## config.mk

```make
export PLATFORM = sky130hd
export DESIGN_NAME = turnaround_timing
export DESIGN_NICKNAME = d
export VERILOG_FILES = /design/src/core/turnaround_pkg.sv /design/src/core/tick_divider.sv /design/src/core/delay_counter.sv /design/src/core/turnaround_timing.sv
export SDC_FILE = /design/constraint.sdc
export NUM_CORES = 1
export LEC_CHECK = 0
export ABC_AREA = 1
export ABC_CLOCK_PERIOD_IN_PS = 4350
export BUFFER_PORTS_ARGS = -buffer_cell sky130_fd_sc_hd__buf_2
export CAP_MARGIN = 5
export CORE_MARGIN = 2
export CORE_UTILIZATION = 43
export CTS_BUF_LIST = sky130_fd_sc_hd__clkbuf_4 sky130_fd_sc_hd__clkbuf_8
export CTS_CLUSTER_SIZE = 40
export DETAILED_ROUTE_END_ITERATION = 12
export REMOVE_ABC_BUFFERS = 1
export SETUP_SLACK_MARGIN = 0.02
export SLEW_MARGIN = 25
export SYNTH_ARGS = -nofsm -noshare
export SYNTH_HDL_FRONTEND = slang
export SYNTH_HIERARCHICAL = 1
export SYNTH_SLANG_ARGS = --single-unit
```

## constraint.sdc

```tcl
create_clock -name clock -period 4.35 [get_ports clock]
set_clock_uncertainty 0.1 [all_clocks]
set_input_delay 0 -clock clock [delete_from_list [all_inputs] [get_ports clock]]
set_output_delay 0 -clock clock [all_outputs]
set_load 0.005 [all_outputs]
```

## src/core/turnaround_pkg.sv

```systemverilog
package turnaround_pkg;

	////////////////////////////////////////////////////////////////////////
	// Register map: printed offsets are indices, byte address is 4x
	localparam int ADDR_WIDTH = 8;
	localparam logic [5:0] TURNAROUND_INDEX = 6'h1A;
	localparam logic [5:0] STATUS_INDEX = 6'h1B;
	localparam logic [7:0] TURNAROUND_ADDR = {TURNAROUND_INDEX, 2'b00};
	localparam logic [7:0] STATUS_ADDR = {STATUS_INDEX, 2'b00};

	////////////////////////////////////////////////////////////////////////
	// Field layout of the turn-around register
	localparam int WAIT_LSB = 0;
	localparam int WAIT_WIDTH = 20;
	localparam int ACK_LSB = 24;
	localparam int ACK_WIDTH = 8;
	localparam logic [31:0] WRITABLE_MASK = 32'hFF0FFFFF;
	localparam logic [31:0] TURNAROUND_RESET = 32'h00000000;

	// Status register bit positions
	localparam int STATUS_WAIT_BUSY = 0;
	localparam int STATUS_ACK_BUSY = 1;

	////////////////////////////////////////////////////////////////////////
	// Timing: one response-wait tick is this many system clocks
	localparam int TICK_CYCLES = 128;

	// AXI responses
	localparam logic [1:0] RESP_OKAY = 2'h0;
	localparam logic [1:0] RESP_SLVERR = 2'h2;

endpackage

```

## src/core/tick_divider.sv

```systemverilog
`timescale 1ns/100ps
module tick_divider #(
	parameter int DIVIDE = turnaround_pkg::TICK_CYCLES
) (
	// Clock and reset
	input wire logic clock,
	input wire logic reset_n,
	// Restart the tick phase
	input wire logic clear,
	// One-cycle enable every DIVIDE clocks
	output logic tick
);

	localparam int CW = $clog2(DIVIDE);
	localparam logic [CW-1:0] LAST = CW'(DIVIDE - 1);

	typedef struct packed {
		logic [CW-1:0] count;
		logic tick;
	} state_type;

	state_type state_reg;
	state_type state_next;

	////////////////////////////////////////////////////////////////////////
	// Clearing aligns the first tick to the start of a delay, so a delay
	// of N never comes up short by a partial tick
	always_comb begin
		state_next = state_reg;
		state_next.tick = 1'b0;
		if (clear) begin
			state_next.count = '0;
		end else if (state_reg.count == LAST) begin
			state_next.count = '0;
			state_next.tick = 1'b1;
		end else begin
			state_next.count = state_reg.count + CW'(1);
		end
	end

	// State register
	always_ff @(posedge clock or negedge reset_n) begin
		if (!reset_n) begin
			state_reg <= '0;
		end else begin
			state_reg <= state_next;
		end
	end

	assign tick = state_reg.tick;

endmodule

```

## src/core/delay_counter.sv

```systemverilog
`timescale 1ns/100ps
module delay_counter #(
	parameter int WIDTH = turnaround_pkg::WAIT_WIDTH
) (
	// Clock and reset
	input wire logic clock,
	input wire logic reset_n,
	// Control
	input wire logic start,
	input wire logic [WIDTH-1:0] load,
	input wire logic tick,
	// Status
	output logic busy,
	output logic done
);

	typedef struct packed {
		logic busy;
		logic done;
		logic [WIDTH-1:0] remaining;
	} state_type;

	state_type state_reg;
	state_type state_next;

	////////////////////////////////////////////////////////////////////////
	// A new start reloads even while busy; the latest event wins
	always_comb begin
		state_next = state_reg;
		state_next.done = 1'b0;
		if (start) begin
			state_next.busy = 1'b1;
			state_next.remaining = load;
		end else if (state_reg.busy) begin
			if (state_reg.remaining == '0) begin
				state_next.busy = 1'b0;
				state_next.done = 1'b1;
			end else if (tick) begin
				state_next.remaining = state_reg.remaining - WIDTH'(1);
			end
		end
	end

	// State register
	always_ff @(posedge clock or negedge reset_n) begin
		if (!reset_n) begin
			state_reg <= '0;
		end else begin
			state_reg <= state_next;
		end
	end

	assign busy = state_reg.busy;
	assign done = state_reg.done;

endmodule

```

## src/core/turnaround_timing.sv

```systemverilog
// Decided for this implementation: the AXI4-Lite register port.
`timescale 1ns/100ps
module turnaround_timing (
	// Clock and reset
	input wire logic clock,
	input wire logic reset_n,

	// AXI4-Lite write address
	input wire logic awvalid,
	output logic awready,
	input wire logic [7:0] awaddr,
	input wire logic [2:0] awprot,
	// AXI4-Lite write data
	input wire logic wvalid,
	output logic wready,
	input wire logic [31:0] wdata,
	input wire logic [3:0] wstrb,
	// AXI4-Lite write response
	output logic bvalid,
	input wire logic bready,
	output logic [1:0] bresp,
	// AXI4-Lite read address
	input wire logic arvalid,
	output logic arready,
	input wire logic [7:0] araddr,
	input wire logic [2:0] arprot,
	// AXI4-Lite read data
	output logic rvalid,
	input wire logic rready,
	output logic [31:0] rdata,
	output logic [1:0] rresp,

	// Transmitter side events
	input wire logic txDone,
	input wire logic wait_response_enable,
	// Receiver side events
	input wire logic frameGood,
	input wire logic filterPass,
	input wire logic ackRequest,
	input wire logic autoAckEnable,
	input wire logic symbolStrobe,

	// Turn-around results
	output logic receiverEnable,
	output logic ackTransmit,
	output logic responseWaitBusy,
	output logic ackWaitBusy
);

	////////////////////////////////////////////////////////////////////////
	// Block state

	// All bus and register state of the block in one word; the timers keep their own
	typedef struct packed {
		// Write address half, held until the write is performed
		logic awDone;
		logic [7:0] awAddr;
		// Write data half with its byte strobes
		logic wDone;
		logic [31:0] wData;
		logic [3:0] wStrb;
		// Write response, standing until bready
		logic bValid;
		logic [1:0] bResp;
		// Read response, standing until rready
		logic rValid;
		logic [31:0] rData;
		logic [1:0] rResp;
		// The turn-around register itself
		logic [31:0] cfgWord;
	} state_type;

	state_type state_reg;
	state_type state_next;

	logic [31:0] merged;
	logic [31:0] statusWord;
	logic [turnaround_pkg::WAIT_WIDTH-1:0] responseWaitDelay;
	logic [turnaround_pkg::ACK_WIDTH-1:0] ackTurnaroundDelay;
	logic waitStart;
	logic ackStart;
	logic waitTick;
	logic awTake;
	logic wTake;
	logic arTake;
	logic writePerform;
	logic bTake;
	logic rTake;
	logic writeStore;
	logic [1:0] writeResp;
	logic [31:0] readWord;
	logic [1:0] readResp;

	////////////////////////////////////////////////////////////////////////
	// Field views of the turn-around register

	// Delay fields pulled from their fixed positions; each view is a
	// plain slice, so a new write takes effect on the next start
	assign responseWaitDelay = state_reg.cfgWord[
		turnaround_pkg::WAIT_LSB +: turnaround_pkg::WAIT_WIDTH];
	assign ackTurnaroundDelay = state_reg.cfgWord[
		turnaround_pkg::ACK_LSB +: turnaround_pkg::ACK_WIDTH];

	// Status word shows the two timers' own state
	// Read-only; a write to it is answered and dropped
	always_comb begin
		statusWord = 32'h00000000;
		statusWord[turnaround_pkg::STATUS_WAIT_BUSY] = responseWaitBusy;
		statusWord[turnaround_pkg::STATUS_ACK_BUSY] = ackWaitBusy;
	end

	////////////////////////////////////////////////////////////////////////
	// Byte-lane merge of the held write data into the register

	// Unselected lanes keep their stored value
	genvar lane;
	generate
		for (lane = 0; lane < 4; lane = lane + 1) begin : gLane
			assign merged[lane*8 +: 8] = state_reg.wStrb[lane] ?
				state_reg.wData[lane*8 +: 8] :
				state_reg.cfgWord[lane*8 +: 8];
		end
	endgenerate

	////////////////////////////////////////////////////////////////////////
	// Bus handshakes

	// Address and data are each held once taken; no new write is taken
	// until the response has gone, so only one write is ever in flight
	assign awready = !state_reg.awDone && !state_reg.bValid;
	assign wready = !state_reg.wDone && !state_reg.bValid;
	// The read side runs independently of the write side
	assign arready = !state_reg.rValid;
	assign awTake = awvalid && awready;
	assign wTake = wvalid && wready;
	assign arTake = arvalid && arready;
	// Both write halves held: the write happens at the next edge
	assign writePerform = state_reg.awDone && state_reg.wDone;
	// Responses leave at the edge where the master accepts them
	assign bTake = state_reg.bValid && bready;
	assign rTake = state_reg.rValid && rready;

	////////////////////////////////////////////////////////////////////////
	// Write decode: only the turn-around register stores; a write to the
	// read-only status word is answered but dropped
	always_comb begin
		writeStore = 1'b0;
		writeResp = turnaround_pkg::RESP_OKAY;
		unique case (state_reg.awAddr)
			turnaround_pkg::TURNAROUND_ADDR: begin
				writeStore = 1'b1;
			end
			turnaround_pkg::STATUS_ADDR: begin
				writeResp = turnaround_pkg::RESP_OKAY;
			end
			default: begin
				// Anything unmapped is refused
				writeResp = turnaround_pkg::RESP_SLVERR;
			end
		endcase
	end

	// Read decode; reserved bits are masked again on the way out so a
	// stray stored bit could never show
	always_comb begin
		readWord = 32'h00000000;
		readResp = turnaround_pkg::RESP_OKAY;
		unique case (araddr)
			turnaround_pkg::TURNAROUND_ADDR: begin
				readWord = state_reg.cfgWord &
					turnaround_pkg::WRITABLE_MASK;
			end
			turnaround_pkg::STATUS_ADDR: begin
				readWord = statusWord;
			end
			default: begin
				// Unmapped space reads zero
				readResp = turnaround_pkg::RESP_SLVERR;
			end
		endcase
	end

	////////////////////////////////////////////////////////////////////////
	// Next-state logic for the bus slave and the register

	always_comb begin
		// Hold everything unless a handshake below moves it
		state_next = state_reg;

		// Capture write address and data in either order
		if (awTake) begin
			state_next.awDone = 1'b1;
			state_next.awAddr = awaddr;
		end

		// Data half may arrive before or after the address
		if (wTake) begin
			state_next.wDone = 1'b1;
			state_next.wData = wdata;
			state_next.wStrb = wstrb;
		end

		// Perform the write once both halves are held; the address and
		// data holders free up at the same edge the response rises
		if (writePerform) begin
			state_next.awDone = 1'b0;
			state_next.wDone = 1'b0;
			state_next.bValid = 1'b1;
			state_next.bResp = writeResp;
			if (writeStore) begin
				// Reserved bits can never be stored
				state_next.cfgWord = merged &
					turnaround_pkg::WRITABLE_MASK;
			end
		end else if (bTake) begin
			// Response taken by the master
			state_next.bValid = 1'b0;
		end

		// Read: one cycle from address to data, held until taken
		if (arTake) begin
			state_next.rValid = 1'b1;
			state_next.rData = readWord;
			state_next.rResp = readResp;
		end else if (rTake) begin
			state_next.rValid = 1'b0;
		end
	end

	// State register; both delay fields come up as zero
	always_ff @(posedge clock or negedge reset_n) begin
		if (!reset_n) begin
			state_reg <= '0;
			state_reg.cfgWord <= turnaround_pkg::TURNAROUND_RESET;
		end else begin
			state_reg <= state_next;
		end
	end

	// Write response outputs straight from the state register
	assign bvalid = state_reg.bValid;
	assign bresp = state_reg.bResp;

	// Read response outputs, held until the master takes them
	assign rvalid = state_reg.rValid;
	assign rdata = state_reg.rData;
	assign rresp = state_reg.rResp;

	////////////////////////////////////////////////////////////////////////
	// Response-wait path: transmit done to receiver enable

	// Only a transmission that asked to wait arms the delay; without the
	// flag this block leaves the receiver to its normal control
	assign waitStart = txDone && wait_response_enable;

	// Microsecond tick, phase restarted by each armed transmission;
	// one tick is 128 system clocks
	tick_divider #(
		.DIVIDE(turnaround_pkg::TICK_CYCLES)
	) waitTicks (
		.clock(clock),
		.reset_n(reset_n),
		.clear(waitStart),
		.tick(waitTick)
	);

	// Receiver held off until the count runs out, then one enable pulse.
	// A zero delay still passes through the counter, so the receiver
	// comes on one clock after the armed edge, never in the same cycle
	delay_counter #(
		.WIDTH(turnaround_pkg::WAIT_WIDTH)
	) waitDelay (
		.clock(clock),
		.reset_n(reset_n),
		.start(waitStart),
		.load(responseWaitDelay),
		.tick(waitTick),
		.busy(responseWaitBusy),
		.done(receiverEnable)
	);

	////////////////////////////////////////////////////////////////////////
	// Acknowledgement path: good frame to acknowledgement start

	// Every acceptance condition must hold in the same cycle
	assign ackStart = frameGood && filterPass && ackRequest &&
		autoAckEnable;

	// Counts preamble symbol strobes, so PRF sets the real time; the
	// programmed floor per data rate is software's duty. A second good
	// frame while counting reloads the full delay, so the latest frame
	// is the one acknowledged
	delay_counter #(
		.WIDTH(turnaround_pkg::ACK_WIDTH)
	) ackDelay (
		.clock(clock),
		.reset_n(reset_n),
		.start(ackStart),
		.load(ackTurnaroundDelay),
		.tick(symbolStrobe),
		.busy(ackWaitBusy),
		.done(ackTransmit)
	);

endmodule

```

==> impl_results.md, run 1 <==
- Outcome: finished, final reports clean
- Met1 Use GR: 0.253
- Endpoint of the lowest-slack register-to-register path: responseWaitDelay[11]
- Complex-gate fraction of the synthesized area: 0.0656
- Top_reg_cell synth: sky130_fd_sc_hd__dfrtp_1
- Cell total after placement: between 1000 and 1500
- Required time reported for the critical path endpoint: 4630 ps
- Grt ovf: 0
- RSZ-0062 raised after global routing: no
- Latest clock arrival within the worst-skew pair: 440 ps
- Worst Hold Endpoint: rdata[0]
- EDFF count, synth: 0
- Fmax achieved: 0.378 GHz
- Number of pins exceeding their max-slew limit in the final report: 0
- Vias after detailed routing: about 5700
- Final min period: 2640 ps
- R2R Setup Slk: 2240 ps
- Average vias per placed instance: 4.77
- Buffer count from post-CTS setup fixing: 0
- Number of antenna-violating nets in the routed design: 0
- Synth warn: 6
- Largest register FFs: 42
- Flip-flop and latch area: about 0.0036 mm²
- H-Tree Depth: 4
- Clock slew seen by the registers of the worst setup and hold paths: 70 ps
- PortBufs: 100
- Initial Utilization: 0.436
- Critical Path Source Type: primary input
- Pin count of the biggest net entering global routing: 113
- Depth of the worst register-to-register path: 6
- Met3 GRT Util: 0.0429
- Headroom to the max-slew limit: 0.422
- Final count of negative-setup-slack endpoints: 0
- Crit share post-route: 0.608
- CTS hold repair buffers: 57
- Post-Syn Instances: roughly 840
- Number of search-and-repair iterations in the first detailed-routing pass: 5
- Total Die Area: 0.0177 mm²
- Total of flip-flops plus latches after synthesis: 142
- Final instance count without filler cells: 1197
- VDD IR max: 0.371 mV
- Final WL: 16.0 mm
- Share of cell area taken by muxes after synthesis: 0.0488
- Worst Hold Class: in -> reg
- Share of cells above drive strength 1: 0.223
- Die width: 133 µm
- Area of the multi-input gates: 0.00292 mm²
- End-of-flow core utilization: 0.520
- Post-route standard cell area excluding fillers: 0.00853 mm²
- Worst Path Class, Setup: in -> reg
- Dominant combinational cell family by area after synthesis: simple AND/OR/NAND/NOR gates
- Rows: 47
- LEAKAGE: 4.35 nW
- Synthesized area divided by synthesized cell count: between 8 and 9 µm²
- Final Net Count: between 1000 and 1500
- Buffer levels on the longest clock path: 2
- Arrival time at the worst endpoint: a little under 3000 ps
- Adder-Cell Fraction of Synth Area: 0.00875
- Average wire per standard cell: 13.4 µm
- Final RePlAce weighted congestion: 0.852
- Register area share after synthesis: 0.497
- Fill count: about 1600
- Pwr per Cell Area: around 540 mW/mm²
- Count of instances resized after the clock tree is built: 0
- Root Buffer Master: sky130_fd_sc_hd__clkbuf_8
- Yosys cell types: 34
- GRT busiest layer: met2
- Async set-or-reset flop fraction in the synthesized netlist: 1.00
- Core area: 0.0164 mm²
- Cell count of the worst hold path: 5
- Inserted Clock Buffers: 17
- Gr usage total: 0.192
- First-pass GRT wire length: 27.1 mm
- DRC marker count from the first detailed-route iteration: 386
- Area Overhead vs Synth: 19.3%
- Post-route DRC violation count: 0
- Xor/xnor share of the synthesized area: 0.00367
- Crit path capture type: flip-flop
- Netlist Area Pre-Place: 0.00715 mm²
- Total count of hold-check failures in the final report: 0
- Initial antenna violation count: 1
- Die span in y: 133 µm
- Io pins: between 100 and 150
- TritonCTS clock tree: built
- Least-Margin Pin Slew: 866 ps
- Simple-Gate Fraction of Synth Area: 0.276
- Count of clock tree sinks: 142
- Max cap viols: 0
- Startpoint of the worst hold path: arvalid
- Startpoint of the worst-slack reg-to-reg timing path: state_reg[114]
- Number of global-route vias before repair: 5587
- Critical path fanouts, max: 5
- Dpl hpwl: 10.5 mm
- TNS Setup: 0 ps
- Total cell area at the placement stage: 0.00757 mm²
- Met2 Track Usage GR: 0.320
==> Yosys cell counts, types with 4 or more instances <==
| cell | number | share of area |
|---|---|---|
| sky130_fd_sc_hd__nand2_1 | 267 | 0.14 |
| sky130_fd_sc_hd__dfrtp_1 | 142 | 0.50 |
| sky130_fd_sc_hd__nor2_1 | 66 | 0.035 |
| sky130_fd_sc_hd__inv_1 | 62 | 0.033 |
| sky130_fd_sc_hd__o21ai_0 | 48 | 0.034 |
| sky130_fd_sc_hd__buf_4 | 41 | 0.043 |
| sky130_fd_sc_hd__nand3_1 | 40 | 0.028 |
| sky130_fd_sc_hd__nand4_1 | 34 | 0.030 |
| sky130_fd_sc_hd__mux2_2 | 30 | 0.047 |
| sky130_fd_sc_hd__a21oi_1 | 17 | 0.012 |
| sky130_fd_sc_hd__nand2_2 | 11 | 0.0096 |
| sky130_fd_sc_hd__o21ai_2 | 11 | 0.013 |
| sky130_fd_sc_hd__nor2_2 | 9 | 0.0079 |
| sky130_fd_sc_hd__clkbuf_1 | 8 | 0.0042 |
| sky130_fd_sc_hd__buf_2 | 7 | 0.0049 |
| sky130_fd_sc_hd__buf_6 | 7 | 0.011 |
| sky130_fd_sc_hd__nor2_4 | 7 | 0.011 |
| sky130_fd_sc_hd__ha_1 | 5 | 0.0087 |
| sky130_fd_sc_hd__inv_2 | 4 | 0.0021 |
==> power by group <==
part	switching (mW)	total, mW	internal, mW
sequential	0.262	1.93	1.66
combinational	0.969	1.60	0.634
clock	0.481	1.07	0.587
total	1.71	4.60	2.88
==> final cells by class <==
class | count | area share
diodes | 1 | 0.000293
clock buffers | 21 | 0.0317
clock inverters | 8 | 0.0138
inverters | 67 | 0.0298
multi-input cells | 573 | 0.342
flip-flops and latches | 142 | 0.417
well taps | 220 | 0.0323
repair buffers | 165 | 0.134
==> cell usage in the layout (no fill, tap or decap), types with 3 or more instances in the layout <==
master                            n
sky130_fd_sc_hd__nand2_2         12
sky130_fd_sc_hd__mux2_2          30
sky130_fd_sc_hd__conb_1           6
sky130_fd_sc_hd__nor2_4           7
sky130_fd_sc_hd__o21ai_0         48
sky130_fd_sc_hd__o21ai_2         11
sky130_fd_sc_hd__a21oi_1         17
sky130_fd_sc_hd__clkbuf_4         3
sky130_fd_sc_hd__dlygate4sd3_1   57
sky130_fd_sc_hd__inv_1           61
sky130_fd_sc_hd__inv_2            5
sky130_fd_sc_hd__nor2_1          66
sky130_fd_sc_hd__bufinv_16        3
sky130_fd_sc_hd__clkbuf_8        18
sky130_fd_sc_hd__clkinv_2         4
sky130_fd_sc_hd__nand2_1        266
sky130_fd_sc_hd__dfrtp_1        142
sky130_fd_sc_hd__nand4_1         34
sky130_fd_sc_hd__nand3_1         40
sky130_fd_sc_hd__nand3_2          3
sky130_fd_sc_hd__o31ai_1          3
sky130_fd_sc_hd__xor2_1           3
sky130_fd_sc_hd__ha_1             5
sky130_fd_sc_hd__nor2_2           9
sky130_fd_sc_hd__buf_2           99
sky130_fd_sc_hd__buf_4            8
==> critical path, cell delays in order <==
cell and delay [ps]:
sky130_fd_sc_hd__dlygate4sd3_1 520, sky130_fd_sc_hd__buf_2 90, sky130_fd_sc_hd__nand2_1 40, sky130_fd_sc_hd__dlygate4sd3_1 550
sky130_fd_sc_hd__nor2_1 330, sky130_fd_sc_hd__nand3_1 110, sky130_fd_sc_hd__dlygate4sd3_1 570, sky130_fd_sc_hd__nand2_1 60
sky130_fd_sc_hd__dlygate4sd3_1 540, sky130_fd_sc_hd__nand2_1 50, sky130_fd_sc_hd__nand2_1 70
==> cell families after synthesis <==
group / count (synthesis)
and+or+nand+nor: 445
DFF: 142
buffers and inverters: 131
AOI/OAI and AO/OA: 83
muxes: 31
adders and majority gates: 5
xor gates and xnor gates: 3
other: 1
==> worst max path at each step <==
stage | slack [ps] | depth (start not counted) | to | from
CTS | 1800 | 11 | rdata[0] | araddr[5]
global placement | 2300 | 6 | responseWaitDelay[11] | state_reg[114]
global route | 1550 | 11 | rdata[0] | araddr[5]
floorplan | 2170 | 6 | ackTurnaroundDelay[0] | state_reg[107]
finish | 1710 | 11 | rdata[0] | araddr[5]
detailed placement | 2300 | 6 | responseWaitDelay[11] | state_reg[114]
==> through the flow <==
step | setup WS [ps] | hold slack (ps) | total power [mW]
after floorplan | 2170 | -396 | 3.09
after global placement | 2300 | 90.2 | 3.48
after detailed placement | 2300 | 38.6 | 3.51
after CTS | 1800 | 0.626 | 4.63
after global routing | 1550 | 72.9 | 4.97
final | 1710 | 28.3 | 4.60
==> metal layers <==
layer  wire (µm)  vias up  share of wire
met5           0        -              0
met2        7750       94           0.48
met4         115        0         0.0072
met3         571        7          0.036
li1            -     2912              -
met1        7580     2696           0.47
Power figures use the tool's default switching activity.
==> inputs of run 2 (changes only) <==
--- a/config.mk
+++ b/config.mk
@@ -6,7 +6,7 @@
 export NUM_CORES = 1
 export LEC_CHECK = 0
 export ABC_AREA = 1
-export ABC_CLOCK_PERIOD_IN_PS = 4350
+export ABC_CLOCK_PERIOD_IN_PS = 2270
 export BUFFER_PORTS_ARGS = -buffer_cell sky130_fd_sc_hd__buf_2
 export CAP_MARGIN = 5
 export CORE_MARGIN = 2
@@ -14,6 +14,7 @@
 export CTS_BUF_LIST = sky130_fd_sc_hd__clkbuf_4 sky130_fd_sc_hd__clkbuf_8
 export CTS_CLUSTER_SIZE = 40
 export DETAILED_ROUTE_END_ITERATION = 12
+export PLACE_DENSITY = 0.66
 export REMOVE_ABC_BUFFERS = 1
 export SETUP_SLACK_MARGIN = 0.02
 export SLEW_MARGIN = 25
==> constraint.sdc (replaced) <==
create_clock -name clock -period 2.27 [get_ports clock]
set_clock_uncertainty 0.1 [all_clocks]
set_input_delay 0 -clock clock [delete_from_list [all_inputs] [get_ports clock]]
set_output_delay 0 -clock clock [all_outputs]
set_load 0.005 [all_outputs]
==> run 2 against run 1 <==
Effect of this change:
- worst hold slack got worse by 5.5 ps
- largest cell class unchanged
- global-route usage grew 0.93 points
- non-clock buffer count grew 9
- critical path type unchanged
- wire length increased by 3.0%
- highest routed layer unchanged
==> impl_results.md, run 2 (same netlist as run 1, synthesis figures left out) <==
- Internal power: 5.71 mW (was 2.88 mW)
- Buffer count from post-CTS setup fixing: 0 (unchanged)
- Combinational cell fraction of total power: 0.350 (was 0.349)
- First-pass GRT wire length: 28.3 mm (was 27.1 mm)
- Core area: 0.0164 mm² (unchanged)
- DRC marker count from the first detailed-route iteration: 435 (was 386)
- Final WL: 16.5 mm (was 16.0 mm)
- LEAKAGE: 4.42 nW (was 4.35 nW)
- Initial antenna violation count: 0 (was 1)
- Latest clock arrival within the worst-skew pair: 450 ps (was 440 ps)
- Root Buffer Master: sky130_fd_sc_hd__clkbuf_8 (unchanged)
- Io pins: 117 (unchanged)
- Required time reported for the critical path endpoint: 2550 ps (was 4630 ps)
- Die width: 133 µm (unchanged)
- Post-route DRC violation count: 0 (unchanged)
- Final min period: 2100 ps
- Share of cells above drive strength 1: 0.226 (was 0.223)
- Total Die Area: 0.0177 mm² (unchanged)
- Die span in y: 133 µm (unchanged)
- TNS Setup: 0 ps (unchanged)
- Number of global-route vias before repair: 5858 (was 5587)
- Headroom to the max-slew limit: 0.551 (was 0.422)
- RSZ-0062 raised after global routing: no (unchanged)
- Clock slew seen by the registers of the worst setup and hold paths: 80 ps (was 70 ps)
- Count of clock tree sinks: 142 (unchanged)
- Inserted Clock Buffers: 17 (unchanged)
- Arrival time at the worst endpoint: 2380 ps (was 2930 ps)
- Commonest cells after routing, fill and taps aside: 267 x sky130_fd_sc_hd__nand2_1, 142 x sky130_fd_sc_hd__dfrtp_1, 99 x sky130_fd_sc_hd__buf_2 (was 266 x sky130_fd_sc_hd__nand2_1, 142 x sky130_fd_sc_hd__dfrtp_1, 99 x sky130_fd_sc_hd__buf_2)
- Buffer levels on the longest clock path: 2 (unchanged)
- Vias after detailed routing: 5848 (was 5709)
- Diode insertion count for antenna repair: 0 (was 1)
- Final count of negative-setup-slack endpoints: 0 (unchanged)
- Switching Share: 0.367 (was 0.372)
- Final Net Count: 1052 (was 1043)
- Pin count of the biggest net entering global routing: 70 (was 113)
- Max cap viols: 0 (unchanged)
- Overall power consumption: 9.03 mW (was 4.60 mW)
- Sequential fraction of design power: 0.410 (was 0.419)
- Dpl hpwl: 11.2 mm (was 10.5 mm)
- Gr usage total: 0.201 (was 0.192)
- Sw power: 3.32 mW (was 1.71 mW)
- Least-Margin Pin Slew: 673 ps (was 866 ps)
- Final RePlAce weighted congestion: 0.883 (was 0.852)
- Number of pins exceeding their max-slew limit in the final report: 0 (unchanged)
- Worst Hold Class: in -> async (was in -> reg)
- Worst Path Class, Setup: in -> reg (unchanged)
- Rows: 47 (unchanged)
- VDD IR max: 0.577 mV (was 0.371 mV)
- Area Overhead vs Synth: 21.3% (was 19.3%)
- TritonCTS clock tree: built (unchanged)
- Crit path capture type: flip-flop (unchanged)
- H-Tree Depth: 4 (unchanged)
- Number of search-and-repair iterations in the first detailed-routing pass: 5 (unchanged)
- Crit share post-route: 0.924
- Fmax achieved: 0.477 GHz
- Critical path fanouts, max: 4 (was 5)
- Commonest non-fill, non-tap cell in the layout: sky130_fd_sc_hd__nand2_1 (unchanged)
- Pwr per Cell Area: 1040 mW/mm² (was 539 mW/mm²)
- Average wire per standard cell: 13.7 µm (was 13.4 µm)
- Clock power frac: 0.241 (was 0.232)
- Total count of hold-check failures in the final report: 0 (unchanged)
- Number of antenna-violating nets in the routed design: 0 (unchanged)
- Grt ovf: 0 (unchanged)
- Average vias per placed instance: 4.85 (was 4.77)
- Largest register FFs: 42 (unchanged)
- Critical Path Source Type: primary input (unchanged)
- Outcome: finished, final reports clean (unchanged)
- PortBufs: 100 (unchanged)
- Initial Utilization: 0.436 (unchanged)
==> run 2: changes by cell type in the layout (fill, tap and decap cells not counted), sizes merged <==
cell / change
dlygate4sd3: +4
diode: -1
clkinv: -2
buf: +5
bufinv: +1
clkbuf: +2
==> run 2: worst max-delay path, cell delays in order <==
cell,delay [ps]
sky130_fd_sc_hd__dlygate4sd3_1,530
sky130_fd_sc_hd__buf_2,120
sky130_fd_sc_hd__inv_1,40
sky130_fd_sc_hd__nand2_1,40
sky130_fd_sc_hd__dlygate4sd3_1,540
sky130_fd_sc_hd__nor2_1,180
sky130_fd_sc_hd__dlygate4sd3_1,670
sky130_fd_sc_hd__nand3_1,90
sky130_fd_sc_hd__nand2_1,70
sky130_fd_sc_hd__nand2_1,40
sky130_fd_sc_hd__nand2_1,60
==> run 2: final cells by class <==
type	instances	area, µm²
clock inverter	7	138
multi-input combinational	573	2920
tap	220	275
sequential	142	3550
timing repair buffer	174	1250
clock buffer	23	285
fill	1534	7730
inverter	67	254
==> run 2: final timing paths <==
path | start | end | slack [ps] | depth (start not counted)
max | araddr[4] | rdata[0] | 170 | 11
min | reset_n | waitDelay/done | 20 | 2
max reg2reg | rvalid | rvalid | 470 | 5
min reg2reg | rdata[8] | rdata[8] | 380 | 2
max in group asynchronous | reset_n | responseWaitDelay[9] | 1380 | 3
min in group clock | wait_response_enable | waitDelay/state_reg[5] | 60 | 7
==> run 2: power by group through the flow <==
stage	clock, mW	sequential, mW	combinational [mW]
after detailed placement	0	3.74	3.07
final	2.17	3.70	3.16
after floorplan	0	3.59	2.34
after global placement	0	3.72	2.98
after CTS	2.24	3.69	3.16
after global routing	2.33	3.79	3.62
==> run 2: repair_timing <==
item / in CTS / in global routing
hold endpoints to repair: 198 / 0
resized for setup: 0 / 1
endpoints found under the setup margin: 0 / 2
hold buffers: 61 / 0
==> run 2: per-layer routing <==
layer  global-route usage  part of all wire
met2                0.334              0.49
met5                    0                 0
met3               0.0387             0.034
met4               0.0824             0.024
met1                0.259              0.45
==> run 2: per-stage QoR <==
step	setup WS [ps]	utilization	cell area [µm²]	hold WS, ps	instances
after global placement	479	0.465	7640	-41.9	1115
after detailed placement	478	0.465	7640	-38.7	1115
after floorplan	88.1	-	6710	-396	782
after CTS	201	0.528	8670	22.1	1206
final	172	0.529	8670	22.7	1206
after global routing	60.3	0.529	8670	70.5	1206
